$ cat config.mk
export PLATFORM = sky130hd
export DESIGN_NAME = interrupt_flag_control
export DESIGN_NICKNAME = d
export VERILOG_FILES = /design/src/irq_flag_pkg.sv /design/src/ahb_reg_port.sv /design/src/interrupt_flag_control.sv
export SDC_FILE = /design/constraint.sdc
export NUM_CORES = 1
export LEC_CHECK = 0
export BUFFER_PORTS_ARGS = -buffer_cell sky130_fd_sc_hd__buf_2
export CAP_MARGIN = 0
export CORE_MARGIN = 1.5
export CORE_UTILIZATION = 44
export DETAILED_ROUTE_END_ITERATION = 16
export PLACE_DENSITY_LB_ADDON = 0.25
export SYNTH_ARGS = -nofsm -noshare
export SYNTH_HDL_FRONTEND = slang
export SYNTH_SLANG_ARGS = --single-unit
$ cat constraint.sdc
create_clock -name CLK -period 1.95 [get_ports CLK]
set_clock_uncertainty 0.05 [all_clocks]
set_input_delay 0.39 -clock CLK [delete_from_list [all_inputs] [get_ports CLK]]
set_output_delay 0.39 -clock CLK [all_outputs]
set_load 0.05 [all_outputs]
$ cat src/irq_flag_pkg.sv
// Register map, field layout, types and helpers of the interrupt flag block
package irq_flag_pkg;

	// Register indices; byte address is four times the index
	localparam logic [5:0] IDX_CORE_TIMER_STATUS_CONTROL = 6'h08;
	localparam logic [5:0] IDX_SERIAL_CONTROL            = 6'h0A;
	localparam logic [5:0] IDX_SERIAL_STATUS             = 6'h0B;
	localparam logic [5:0] IDX_SERIAL_DATA               = 6'h0C;
	localparam logic [5:0] IDX_PROG_TIMER_CONTROL        = 6'h12;
	localparam logic [5:0] IDX_PROG_TIMER_STATUS         = 6'h13;
	localparam logic [5:0] IDX_ANALOG_CONTROL            = 6'h1D;
	localparam logic [5:0] IDX_ANALOG_STATUS             = 6'h1E;
	localparam logic [5:0] IDX_EXTERNAL_IRQ_CTRL_REG     = 6'h1F;
	localparam logic [5:0] IDX_CAPTURE_LOW_BYTE          = 6'h20;
	localparam logic [5:0] IDX_COMPARE_LOW_BYTE          = 6'h21;
	localparam logic [5:0] IDX_COUNTER_LOW_BYTE          = 6'h22;

	// Word address bits that carry the index
	localparam int IDX_LSB = 2;
	localparam int IDX_MSB = 7;

	// External interrupt control register
	localparam int B_EXT_INT_ENABLE    = 7;
	localparam int B_OSC_SELECT_HIGH   = 6;
	localparam int B_OSC_SELECT_LOW    = 5;
	localparam int B_EXT_INT_FLAG      = 3;
	localparam int B_EXT_FLAG_CLEAR    = 1;

	// Core timer status and control
	localparam int B_OVERFLOW_FLAG        = 7;
	localparam int B_REALTIME_FLAG        = 6;
	localparam int B_CORE_OVERFLOW_ENABLE = 5;
	localparam int B_REALTIME_ENABLE      = 4;
	localparam int B_CORE_OVERFLOW_CLEAR  = 3;
	localparam int B_REALTIME_FLAG_CLEAR  = 2;
	localparam int B_RT_RATE_MSB          = 1;
	localparam int B_RT_RATE_LSB          = 0;

	// Programmable timer control and status
	localparam int B_CAPTURE_INT_ENABLE  = 7;
	localparam int B_COMPARE_INT_ENABLE  = 6;
	localparam int B_TIMER_OVF_ENABLE    = 5;
	localparam int B_CAPTURE_EDGE_SELECT = 1;
	localparam int B_CAPTURE_FLAG        = 7;
	localparam int B_COMPARE_FLAG        = 6;
	localparam int B_TIMER_OVF_FLAG      = 5;

	// Serial control and status
	localparam int B_SERIAL_INT_ENABLE    = 7;
	localparam int B_SERIAL_FLAG_CLEAR    = 6;
	localparam int B_SERIAL_TRANSFER_FLAG = 7;

	// Analog control and status
	localparam int B_COMPARATOR_INT_ENABLE  = 7;
	localparam int B_ANALOG_CAPTURE_TRIGGER = 6;
	localparam int B_COMPARATOR_TWO_FLAG    = 7;
	localparam int B_COMPARATOR_ONE_FLAG    = 6;
	localparam int B_COMPARATOR_TWO_CLEAR   = 5;
	localparam int B_COMPARATOR_ONE_CLEAR   = 4;

	// Reset values
	localparam logic       RST_EXT_INT_ENABLE  = 1'b1;
	localparam logic       RST_OSC_SELECT_HIGH = 1'b1;
	localparam logic       RST_OSC_SELECT_LOW  = 1'b0;
	localparam logic [1:0] RST_RT_RATE         = 2'h3;
	localparam logic [7:0] RST_SERIAL_DATA     = 8'h00;
	localparam logic       RST_IRQ_PIN_IDLE    = 1'b1;
	localparam logic [3:0] RST_PA_IDLE         = 4'h0;
	localparam logic [31:0] READ_ZERO          = 32'h0000_0000;

	localparam logic [1:0] HTRANS_NONSEQ = 2'h2;
	localparam int         HTRANS_ACTIVE_BIT = 1;
	localparam logic       HRESP_OKAY = 1'b0;

	typedef enum logic {
		BUS_IDLE,
		BUS_ACCESS
	} bus_state_t;

	// Register access strobe handed from the bus port to the register file
	typedef struct packed {
		logic       valid;
		logic       write;
		logic [5:0] index;
	} reg_access_t;

	typedef struct packed {
		logic lpo_en;
		logic epo_en;
		logic pin_clk;
	} osc_ctrl_t;

	typedef struct packed {
		logic cap_ie;
		logic cmp_ie;
		logic ovf_ie;
		logic edge_sel;
	} timer_ctrl_t;

	// A new event outweighs a clear arriving in the same cycle
	function automatic logic set_wins(input logic flag, input logic set,
		input logic clr);
		return set | (flag & ~clr);
	endfunction

	function automatic osc_ctrl_t osc_decode(input logic high,
		input logic low);
		osc_ctrl_t o;
		o.lpo_en  = ~low | high;
		o.epo_en  = low;
		o.pin_clk = low & ~high;
		return o;
	endfunction

	function automatic logic [31:0] place(input logic [31:0] word,
		input int pos, input logic b);
		logic [31:0] w;
		w = word;
		w[pos] = b;
		return w;
	endfunction

endpackage

$ cat src/ahb_reg_port.sv
// AHB-Lite slave front end: address phase capture and one wait state
`timescale 1ns/1ps
module ahb_reg_port
	import irq_flag_pkg::*;
(
	input  wire logic        clk,
	input  wire logic        arst_n,
	input  wire logic        ce,
	input  wire logic        hsel,
	input  wire logic [31:0] haddr,
	input  wire logic [1:0]  htrans,
	input  wire logic        hwrite,
	input  wire logic        hready,
	output logic             hreadyout,
	output logic             hresp,
	output reg_access_t      access
);

	typedef struct packed {
		bus_state_t  st;
		logic        ready;
		reg_access_t acc;
	} port_state_t;

	port_state_t s_reg;
	port_state_t s_next;

	always_comb begin
		s_next = s_reg;
		case (s_reg.st)
			BUS_IDLE: begin
				s_next.ready = 1'b1;
				s_next.acc.valid = 1'b0;
				if (hsel && htrans[HTRANS_ACTIVE_BIT] && hready) begin
					s_next.st = BUS_ACCESS;
					s_next.ready = 1'b0;
					s_next.acc.valid = 1'b1;
					s_next.acc.write = hwrite;
					s_next.acc.index = haddr[IDX_MSB:IDX_LSB];
				end
			end
			BUS_ACCESS: begin
				// Register file acts in this cycle; data leave on the next
				s_next.st = BUS_IDLE;
				s_next.ready = 1'b1;
				s_next.acc.valid = 1'b0;
			end
			default: begin
				s_next.st = BUS_IDLE;
				s_next.ready = 1'b1;
				s_next.acc.valid = 1'b0;
			end
		endcase
	end

	always_ff @(posedge clk or negedge arst_n) begin
		if (!arst_n) begin
			s_reg.st <= BUS_IDLE;
			s_reg.ready <= 1'b1;
			s_reg.acc <= '0;
		end else if (ce) begin
			s_reg <= s_next;
		end
	end

	assign hreadyout = s_reg.ready;
	assign hresp = HRESP_OKAY;
	assign access = s_reg.acc;

endmodule

$ cat src/interrupt_flag_control.sv
// Interrupt flags, enables and request gating with an AHB-Lite register file
//
// Implementation choice: the AHB-Lite slave port.
`timescale 1ns/1ps
module interrupt_flag_control
	import irq_flag_pkg::*;
(
	input  wire logic        CLK,
	input  wire logic        ARST_N,
	input  wire logic        CE,
	input  wire logic        HSEL,
	input  wire logic [31:0] HADDR,
	input  wire logic [1:0]  HTRANS,
	input  wire logic        HWRITE,
	input  wire logic [2:0]  HSIZE,
	input  wire logic [31:0] HWDATA,
	input  wire logic        HREADY,
	output logic      [31:0] HRDATA,
	output logic             HREADYOUT,
	output logic             HRESP,
	input  wire logic        IRQ_N,
	input  wire logic [3:0]  PA_IRQ,
	input  wire logic        PORT_A_INT_SOURCE_ENABLE,
	input  wire logic        LEVEL_TRIGGER,
	input  wire logic        CPU_IMASK,
	input  wire logic        VECTOR_FETCH_EXT,
	input  wire logic        CORE_OVF_EVENT,
	input  wire logic        REALTIME_EVENT,
	input  wire logic        CAPTURE_EVENT,
	input  wire logic        COMPARE_EVENT,
	input  wire logic        TIMER_OVF_EVENT,
	input  wire logic        SERIAL_DONE_EVENT,
	input  wire logic        CMP_ONE_EVENT,
	input  wire logic        CMP_TWO_EVENT,
	output logic             EXT_REQ,
	output logic             CORE_TIMER_REQ,
	output logic             PROG_TIMER_REQ,
	output logic             SERIAL_REQ,
	output logic             ANALOG_REQ,
	output logic             CAPTURE_TRIGGER,
	output logic             LPO_ENABLE,
	output logic             EPO_ENABLE,
	output logic             CLOCK_FROM_PIN
);

	typedef struct packed {
		logic        ext_en;
		logic        osc_high;
		logic        osc_low;
		logic        ext_flag;
		logic        core_ovf_flag;
		logic        rt_flag;
		logic        core_ovf_en;
		logic        rt_en;
		logic [1:0]  rt_rate;
		logic        cap_flag;
		logic        cmp_flag;
		logic        tmr_ovf_flag;
		logic        cap_arm;
		logic        cmp_arm;
		logic        ovf_arm;
		logic        ser_flag;
		logic        ser_en;
		logic        ser_arm;
		logic [7:0]  ser_data;
		logic        an_int_en;
		logic        an_cap_en;
		logic        c1_flag;
		logic        c2_flag;
		logic        irq_pin_q;
		logic [3:0]  pa_q;
		logic        ext_req;
		logic        core_req;
		logic        ptmr_req;
		logic        ser_req;
		logic        an_req;
		logic        cap_trig;
		osc_ctrl_t   osc;
		logic [31:0] rdata;
	} ctl_state_t;

	ctl_state_t  s_reg;
	ctl_state_t  s_next;
	timer_ctrl_t tcr_reg;
	timer_ctrl_t tcr_next;
	reg_access_t access;

	logic        wr;
	logic        rd;
	logic [7:0]  wd;
	logic        ext_event;
	logic        cap_set;
	logic        c2_set;

	ahb_reg_port u_port (
		.clk       (CLK),
		.arst_n    (ARST_N),
		.ce        (CE),
		.hsel      (HSEL),
		.haddr     (HADDR),
		.htrans    (HTRANS),
		.hwrite    (HWRITE),
		.hready    (HREADY),
		.hreadyout (HREADYOUT),
		.hresp     (HRESP),
		.access    (access)
	);

	always_comb begin
		wr = access.valid & access.write;
		rd = access.valid & ~access.write;
		wd = HWDATA[7:0];

		// Pin falls low or is held low; port lines rise or are held high
		ext_event = (LEVEL_TRIGGER ? ~IRQ_N : (s_reg.irq_pin_q & ~IRQ_N));
		if (PORT_A_INT_SOURCE_ENABLE) begin
			ext_event = ext_event | (LEVEL_TRIGGER ? (|PA_IRQ) :
				(|(PA_IRQ & ~s_reg.pa_q)));
		end

		c2_set = CMP_TWO_EVENT;
		cap_set = CAPTURE_EVENT | (c2_set & s_reg.an_cap_en);

		s_next = s_reg;
		tcr_next = tcr_reg;
		s_next.irq_pin_q = IRQ_N;
		s_next.pa_q = PA_IRQ;
		s_next.cap_trig = c2_set & s_reg.an_cap_en;

		// Software writes to control bits
		if (wr) begin
			case (access.index)
				IDX_EXTERNAL_IRQ_CTRL_REG: begin
					s_next.ext_en = wd[B_EXT_INT_ENABLE];
					s_next.osc_high = wd[B_OSC_SELECT_HIGH];
					s_next.osc_low = wd[B_OSC_SELECT_LOW];
				end
				IDX_CORE_TIMER_STATUS_CONTROL: begin
					s_next.core_ovf_en = wd[B_CORE_OVERFLOW_ENABLE];
					s_next.rt_en = wd[B_REALTIME_ENABLE];
					s_next.rt_rate = wd[B_RT_RATE_MSB:B_RT_RATE_LSB];
				end
				IDX_PROG_TIMER_CONTROL: begin
					tcr_next.cap_ie = wd[B_CAPTURE_INT_ENABLE];
					tcr_next.cmp_ie = wd[B_COMPARE_INT_ENABLE];
					tcr_next.ovf_ie = wd[B_TIMER_OVF_ENABLE];
					tcr_next.edge_sel = wd[B_CAPTURE_EDGE_SELECT];
				end
				IDX_SERIAL_CONTROL: begin
					s_next.ser_en = wd[B_SERIAL_INT_ENABLE];
				end
				IDX_SERIAL_DATA: begin
					s_next.ser_data = wd;
				end
				IDX_ANALOG_CONTROL: begin
					s_next.an_int_en = wd[B_COMPARATOR_INT_ENABLE];
					s_next.an_cap_en = wd[B_ANALOG_CAPTURE_TRIGGER];
				end
				default: begin
				end
			endcase
		end

		// Flag updates; each set outweighs a clear in the same cycle
		s_next.ext_flag = set_wins(s_reg.ext_flag, ext_event,
			VECTOR_FETCH_EXT | (wr &&
			access.index == IDX_EXTERNAL_IRQ_CTRL_REG &&
			wd[B_EXT_FLAG_CLEAR]));
		s_next.core_ovf_flag = set_wins(s_reg.core_ovf_flag, CORE_OVF_EVENT,
			wr && access.index == IDX_CORE_TIMER_STATUS_CONTROL &&
			wd[B_CORE_OVERFLOW_CLEAR]);
		s_next.rt_flag = set_wins(s_reg.rt_flag, REALTIME_EVENT,
			wr && access.index == IDX_CORE_TIMER_STATUS_CONTROL &&
			wd[B_REALTIME_FLAG_CLEAR]);

		// Status read arms the clear; a low byte access completes it, for capture a read only
		s_next.cap_flag = set_wins(s_reg.cap_flag, cap_set,
			s_reg.cap_arm && rd &&
			access.index == IDX_CAPTURE_LOW_BYTE);
		s_next.cmp_flag = set_wins(s_reg.cmp_flag, COMPARE_EVENT,
			s_reg.cmp_arm && access.valid &&
			access.index == IDX_COMPARE_LOW_BYTE);
		s_next.tmr_ovf_flag = set_wins(s_reg.tmr_ovf_flag, TIMER_OVF_EVENT,
			s_reg.ovf_arm && access.valid &&
			access.index == IDX_COUNTER_LOW_BYTE);
		if (rd && access.index == IDX_PROG_TIMER_STATUS) begin
			s_next.cap_arm = s_reg.cap_flag;
			s_next.cmp_arm = s_reg.cmp_flag;
			s_next.ovf_arm = s_reg.tmr_ovf_flag;
		end
		if (!s_next.cap_flag) begin
			s_next.cap_arm = 1'b0;
		end
		if (!s_next.cmp_flag) begin
			s_next.cmp_arm = 1'b0;
		end
		if (!s_next.tmr_ovf_flag) begin
			s_next.ovf_arm = 1'b0;
		end

		s_next.ser_flag = set_wins(s_reg.ser_flag, SERIAL_DONE_EVENT,
			(s_reg.ser_arm && access.valid &&
			access.index == IDX_SERIAL_DATA) ||
			(wr && access.index == IDX_SERIAL_CONTROL &&
			wd[B_SERIAL_FLAG_CLEAR]));
		if (rd && access.index == IDX_SERIAL_STATUS) begin
			s_next.ser_arm = s_reg.ser_flag;
		end
		if (!s_next.ser_flag) begin
			s_next.ser_arm = 1'b0;
		end

		s_next.c1_flag = set_wins(s_reg.c1_flag, CMP_ONE_EVENT,
			wr && access.index == IDX_ANALOG_STATUS &&
			wd[B_COMPARATOR_ONE_CLEAR]);
		s_next.c2_flag = set_wins(s_reg.c2_flag, c2_set,
			wr && access.index == IDX_ANALOG_STATUS &&
			wd[B_COMPARATOR_TWO_CLEAR]);

		// Requests toward the core, gated by enables and the global mask
		s_next.ext_req = s_reg.ext_flag & s_reg.ext_en & ~CPU_IMASK;
		s_next.core_req = ~CPU_IMASK &
			((s_reg.core_ovf_flag & s_reg.core_ovf_en) |
			(s_reg.rt_flag & s_reg.rt_en));
		s_next.ptmr_req = ~CPU_IMASK &
			((s_reg.cap_flag & tcr_reg.cap_ie) |
			(s_reg.cmp_flag & tcr_reg.cmp_ie) |
			(s_reg.tmr_ovf_flag & tcr_reg.ovf_ie));
		s_next.ser_req = ~CPU_IMASK &
			s_reg.ser_flag & s_reg.ser_en;
		s_next.an_req = ~CPU_IMASK & s_reg.an_int_en &
			(s_reg.c1_flag | s_reg.c2_flag);
		s_next.osc = osc_decode(s_reg.osc_high, s_reg.osc_low);

		// Read data; clear bits and unused positions read as zero
		s_next.rdata = READ_ZERO;
		if (rd) begin
			case (access.index)
				IDX_EXTERNAL_IRQ_CTRL_REG: begin
					s_next.rdata = place(place(place(place(READ_ZERO,
						B_EXT_INT_ENABLE, s_reg.ext_en),
						B_OSC_SELECT_HIGH, s_reg.osc_high),
						B_OSC_SELECT_LOW, s_reg.osc_low),
						B_EXT_INT_FLAG, s_reg.ext_flag);
				end
				IDX_CORE_TIMER_STATUS_CONTROL: begin
					s_next.rdata = place(place(place(place(READ_ZERO,
						B_OVERFLOW_FLAG, s_reg.core_ovf_flag),
						B_REALTIME_FLAG, s_reg.rt_flag),
						B_CORE_OVERFLOW_ENABLE, s_reg.core_ovf_en),
						B_REALTIME_ENABLE, s_reg.rt_en);
					s_next.rdata[B_RT_RATE_MSB:B_RT_RATE_LSB] = s_reg.rt_rate;
				end
				IDX_PROG_TIMER_CONTROL: begin
					s_next.rdata = place(place(place(place(READ_ZERO,
						B_CAPTURE_INT_ENABLE, tcr_reg.cap_ie),
						B_COMPARE_INT_ENABLE, tcr_reg.cmp_ie),
						B_TIMER_OVF_ENABLE, tcr_reg.ovf_ie),
						B_CAPTURE_EDGE_SELECT, tcr_reg.edge_sel);
				end
				IDX_PROG_TIMER_STATUS: begin
					s_next.rdata = place(place(place(READ_ZERO,
						B_CAPTURE_FLAG, s_reg.cap_flag),
						B_COMPARE_FLAG, s_reg.cmp_flag),
						B_TIMER_OVF_FLAG, s_reg.tmr_ovf_flag);
				end
				IDX_SERIAL_CONTROL: begin
					s_next.rdata = place(READ_ZERO,
						B_SERIAL_INT_ENABLE, s_reg.ser_en);
				end
				IDX_SERIAL_STATUS: begin
					s_next.rdata = place(READ_ZERO,
						B_SERIAL_TRANSFER_FLAG, s_reg.ser_flag);
				end
				IDX_SERIAL_DATA: begin
					s_next.rdata[7:0] = s_reg.ser_data;
				end
				IDX_ANALOG_CONTROL: begin
					s_next.rdata = place(place(READ_ZERO,
						B_COMPARATOR_INT_ENABLE, s_reg.an_int_en),
						B_ANALOG_CAPTURE_TRIGGER, s_reg.an_cap_en);
				end
				IDX_ANALOG_STATUS: begin
					s_next.rdata = place(place(READ_ZERO,
						B_COMPARATOR_TWO_FLAG, s_reg.c2_flag),
						B_COMPARATOR_ONE_FLAG, s_reg.c1_flag);
				end
				default: begin
					s_next.rdata = READ_ZERO;
				end
			endcase
		end else begin
			// Hold read data so it stands through the answering cycle
			s_next.rdata = s_reg.rdata;
		end
	end

	always_ff @(posedge CLK or negedge ARST_N) begin
		if (!ARST_N) begin
			s_reg <= '0;
			s_reg.ext_en <= RST_EXT_INT_ENABLE;
			s_reg.osc_high <= RST_OSC_SELECT_HIGH;
			s_reg.osc_low <= RST_OSC_SELECT_LOW;
			s_reg.rt_rate <= RST_RT_RATE;
			s_reg.ser_data <= RST_SERIAL_DATA;
			s_reg.irq_pin_q <= RST_IRQ_PIN_IDLE;
			s_reg.pa_q <= RST_PA_IDLE;
			s_reg.osc <= osc_decode(RST_OSC_SELECT_HIGH,
				RST_OSC_SELECT_LOW);
			s_reg.rdata <= READ_ZERO;
		end else if (CE) begin
			s_reg <= s_next;
		end
	end

	// Left out of reset on purpose; reads unknown until software writes it
	always_ff @(posedge CLK) begin
		if (CE) begin
			tcr_reg <= tcr_next;
		end
	end

	assign HRDATA = s_reg.rdata;
	assign EXT_REQ = s_reg.ext_req;
	assign CORE_TIMER_REQ = s_reg.core_req;
	assign PROG_TIMER_REQ = s_reg.ptmr_req;
	assign SERIAL_REQ = s_reg.ser_req;
	assign ANALOG_REQ = s_reg.an_req;
	assign CAPTURE_TRIGGER = s_reg.cap_trig;
	assign LPO_ENABLE = s_reg.osc.lpo_en;
	assign EPO_ENABLE = s_reg.osc.epo_en;
	assign CLOCK_FROM_PIN = s_reg.osc.pin_clk;

endmodule

# Yosys cells after proc, flatten, opt, wreduce, memory -nomap -nowiden
# Cells that the tools add are included.
[op_classes]
reduce_logical = 37
n_mux = 12
n_eq_ne = 16
n_bitwise = 61
[op_table]
columns = ["op", "n"]
rows = [
  ["$pmux W8 S9", 1],
  ["$eq A6 B5 Y1 const B", 5],
  ["$and A1 B1 Y1", 27],
  ["$eq A6 B4 Y1 const B", 4],
  ["$logic_and A1 B1 Y1", 22],
  ["$reduce_and A3 Y1", 7],
  ["$eq A6 B6 Y1 const B", 3],
  ["$or A1 B1 Y1", 17],
  ["$not A1 Y1", 15],
  ["$mux W10", 1],
  ["$reduce_and A2 Y1", 5],
  ["$mux W1", 8],
  ["$ne A2 B1 Y1 const B", 4],
  ["$reduce_or A4 Y1", 2],
  ["$pmux W3 S2", 1],
  ["$and A4 B4 Y4", 1],
  ["$not A4 Y4", 1],
  ["$mux W3", 1],
  ["$logic_or A1 B1 Y1", 1],
]
[word_totals]
output_inout_bits = 43
regBits = 67
inputBits = 92
elab_cells = 170

# Longest topological paths before layout
[depth]
ltp_word = 9
depth_mapped = 7
ltp_nobuf = 5

# Cells and area by module
# From an unflattened synthesis, not the netlist that was laid out.
[unflattened]
hier_cells = 292
area_unflattened_um2 = 3313.2
[by_module_without_submodules]
columns = ["module", "area_each_um2", "instances", "cells_per_inst"]
rows = [
  ["interrupt_flag_control", 2950.3, 1, 269],
  ["ahb_reg_port", 362.8, 1, 23],
]

# Worst setup path before layout
# No wires, ideal clock.
[synth_timing]
path_type = "reg2reg"
start = "reg u_port.s_reg (netlist bit u_port.access[4])"
end = "reg s_reg[69] in the netlist's numbering"
setup_ns = 0.125
n_path_buf = 2
required_ns = 1.775
setup_slack_ns = 0.030
t_arrival_ns = 1.745
path_stages_with_launch = 6
synth_period_minus_slack_ns = 1.920
cell_sequence = "dfrtp_1 buf_6 or4b_1 buf_2 nor4_4 mux2_2"
[synth_via]
elab_chain_len = 2
[synth_lines]
columns = ["item", "line", "rtl"]
rows = [
  ["start, declared", "ahb_reg_port.sv:25", "port_state_t s_reg;"],
  ["start signal, assigned", "ahb_reg_port.sv:62", "s_reg <= s_next;"],
  ["$eq A6 B4 Y1", "interrupt_flag_control.sv:132", "case (access.index)"],
  ["$reduce_and A3 Y1 (no source line)", "-", ""],
  ["end signal, assigned", "interrupt_flag_control.sv:312", "s_reg <= s_next;"],
  ["end, declared", "interrupt_flag_control.sv:82", "ctl_state_t s_reg;"],
]
# No other way between the ends.
# A chain may end at the register's enable or synchronous reset.

# Worst setup path in the final report
[layout_timing]
start = "reg u_port.s_reg (netlist bit u_port.access[5])"
end = "reg s_reg[69] in the netlist's numbering"
# Same word-level chain as after synthesis.

==> metrics.cfg <==
[run_status]
status = finished clean

[cells_and_area]
multiInputGateArea_mm2 = 0.00141
finalInstanceArea_mm2 = 0.00388
regArea_mm2 = 0.00168
nNetsFinal = 452
area_delta_synth_final_pct = 18.2
fillers = 693
largest_reg_flops = 35
fin_cells = 464
diodes = 0
drive_gt1_frac = 0.403

[detailed_routing]
wl_per_cell_um = 15.5
drc = 0
drt_wl_total_um = 7190
vias_per_cell = 5.22
drt-initial-drc-count = 121
dr_total_vias = 2421
dr.pass1.iters = 4
ant_nets = 0

[synthesis]
yosys_warnings = 0
synth_edf_count = 4
synthTopCellsByCount = 55 x dfrtp_1, 34 x buf_4, 32 x mux2_2, 21 x nand2_1, 18 x o21ai_0
syn_inst = 294
syn_area_per_cell_um2 = 11.2
ys_seq_elements = 66
synth-seq-area-share = 0.512
yosysTopAreaCellShare = 0.419
ys_async_sr_fraction = 0.939
ys.flop_type = dfrtp_1
syn-cell-area_mm2 = 0.00328
synth.area.top_cells = dfrtp_1 42%, mux2_2 11%, buf_4 7.8%
yosysMostFrequentCell = dfrtp_1
synth.largest_area_cell = dfrtp_1
yosys.cell_types.count = 50

[setup_path]
cp_slowest_stage_delay_ns = 0.60
crit_path_max_fanout = 6
r2r-end = s_reg[69]$_DFFE_PN0P_
cp.depth = 4
end_kind = flop
crit_family = simple AND/OR/NAND/NOR gates
worstRegToRegCells = 4
start_kind = flop
crit_arrival_ns = 2.06
path_class = reg -> reg
crit_chain = or4b_4 -> nor4_4 -> buf_4 -> mux2_2
cp_slowest_cell = or4b_4
r2r-start = u_port.access[5]$_DFFE_PN0P_
r2r_slack_ns = 0.08
required_ns = 2.13
critPathBufInv = 1

[place]
place.gp.congestion = 0.912
dp.final_hpwl_um = 5230
placedCellCount = 447
port-buffer-count = 55
dpl_cell_area_mm2 = 0.00363
pre_cts_ws_ns = -0.0474

[global_route]
grt.overflow.total = 0
grt_use_total = 0.198
grt_max_degree = 63
first_global_vias = 2271
grt_pass1_wl_um = 11600
antenna_found_initial = 0

[clocking]
cts_sinks = 66
cts_root_buffer = clkbuf_8
clkTransAtPathRegs_ns = 0.07
cts_tree = yes
cts_max_level = 3
clk_latency_ns = 0.34
cts.path.max_buffers = 2
cts_buffers = 9

[hold_path]
worstHoldStart = REALTIME_EVENT
min_path_cells = 2
worst_hold_path_type = in -> reg
min_delay_worst_endpoint = s_reg[71]$_DFFE_PN0P_

[sta]
min_period_ns = 1.87
period_share = 0.960
setup_violations = 0
drv_slew = 0
setup_tns_ns = 0
whs_ns = 0.219
max_freq_ghz = 0.534
worst_slack_ns = 0.0772
finalHoldViolCount = 0

[die]
fp.dieH_um = 89.4
rows = 31
die_w_um = 89.4
die_area_mm2 = 0.00799
coreArea_mm2 = 0.00725
start_util = 0.453
ios = 135

[power_and_ir_drop]
p_per_area_mw_per_mm2 = 818
vdd_ir_drop_max_mv = 0.403
p_leak_nw = 1.77

[flow_run]
max-cap-violations = 0

-- worst register-to-register path, delay by kind of cell, from the launching register on --
kind                   cells  cell delay, ns
buffers and inverters      1            0.19
AND/OR/NAND/NOR            2            0.75
flip-flops                 1            0.45
multiplexers               1            0.33
-- layer usage --
layer	part of all wire	routed length, um	global-route usage	vias up
li1	-	-	-	1140
met1	0.46	3330	0.271	1184
met2	0.47	3360	0.310	86
met3	0.051	368	0.0314	11
met4	0.018	132	0.0895	0
met5	0	0	0	-
-- layout make-up --
type	count	area share
well taps	99	0.0319
clock buffers	10	0.0329
multi-input cells	196	0.364
clock inverters	6	0.0106
repair buffers	78	0.119
flip-flops and latches	66	0.433
inverters	9	0.00870
-- report_power, final --
part | total (mW) | leakage [nW] | internal [mW] | switching (mW)
combinational | 0.654 | 0.892 | 0.230 | 0.424
sequential | 1.53 | 0.796 | 1.46 | 0.0717
clock | 0.990 | 0.0787 | 0.460 | 0.529
total | 3.17 | 1.77 | 2.15 | 1.03
-- cells by family (layout without fill, tap and decap cells) --
family / count (synthesis) / count (layout) / synth area share
AOI/OAI and AO/OA: 63 / 63 / 0.136
muxes: 37 / 37 / 0.125
and+or+nand+nor: 71 / 71 / 0.118
other: 1 / 25 / 0.00114
buffers and inverters: 56 / 103 / 0.108
DFF: 66 / 66 / 0.512
-- cells in the final DEF, fill, tap and decap left out, drive strengths merged, types with 9 or more instances in the layout --
cell / n
dfrtp: 55
mux2: 32
nand2: 21
a22o: 9
o21ai: 18
buf: 77
nor2: 16
conb: 25
inv: 9
clkbuf: 10
-- metrics by stage --
stage | power (mW) | utilization
6_report | 3.17 | 0.535
5_1_grt | 3.32 | 0.535
4_1_cts | 3.17 | 0.527
3_5_place_dp | 2.16 | 0.500
3_3_place_gp | 2.15 | 0.500
2_1_floorplan | 2.00 | -
-- worst max-delay path by stage --
| stage | start | endpoint | slack [ns] |
|---|---|---|---|
| final | u_port.access[5]$_DFFE_PN0P_ | s_reg[69]$_DFFE_PN0P_ | 0.08 |
| after global routing | u_port.access[2]$_DFFE_PN0P_ | s_reg[63]$_DFFE_PN0P_ | -0.004 |
| after CTS | u_port.access[5]$_DFFE_PN0P_ | HRDATA[6]$_DFFE_PN0P_ | -0.006 |
| after detailed placement | u_port.access[5]$_DFFE_PN0P_ | s_reg[60]$_DFFE_PN0P_ | -0.05 |
| after global placement | u_port.access[5]$_DFFE_PN0P_ | s_reg[58]$_DFFE_PN0P_ | -0.05 |
| after floorplan | u_port.access[4]$_DFFE_PN0P_ | s_reg[69]$_DFFE_PN0P_ | 0.03 |
-- repair_timing --
action / in CTS / in global routing
hold buffers: 1 / 0
endpoints found under the hold margin: 4 / 0
endpoints found under the setup margin: 13 / 24
gates resized for setup: 3 / 14
buffers inserted: 0 / 0
pin swaps: 0 / 1
No activity file was read; power rests on OpenSTA's default activity.
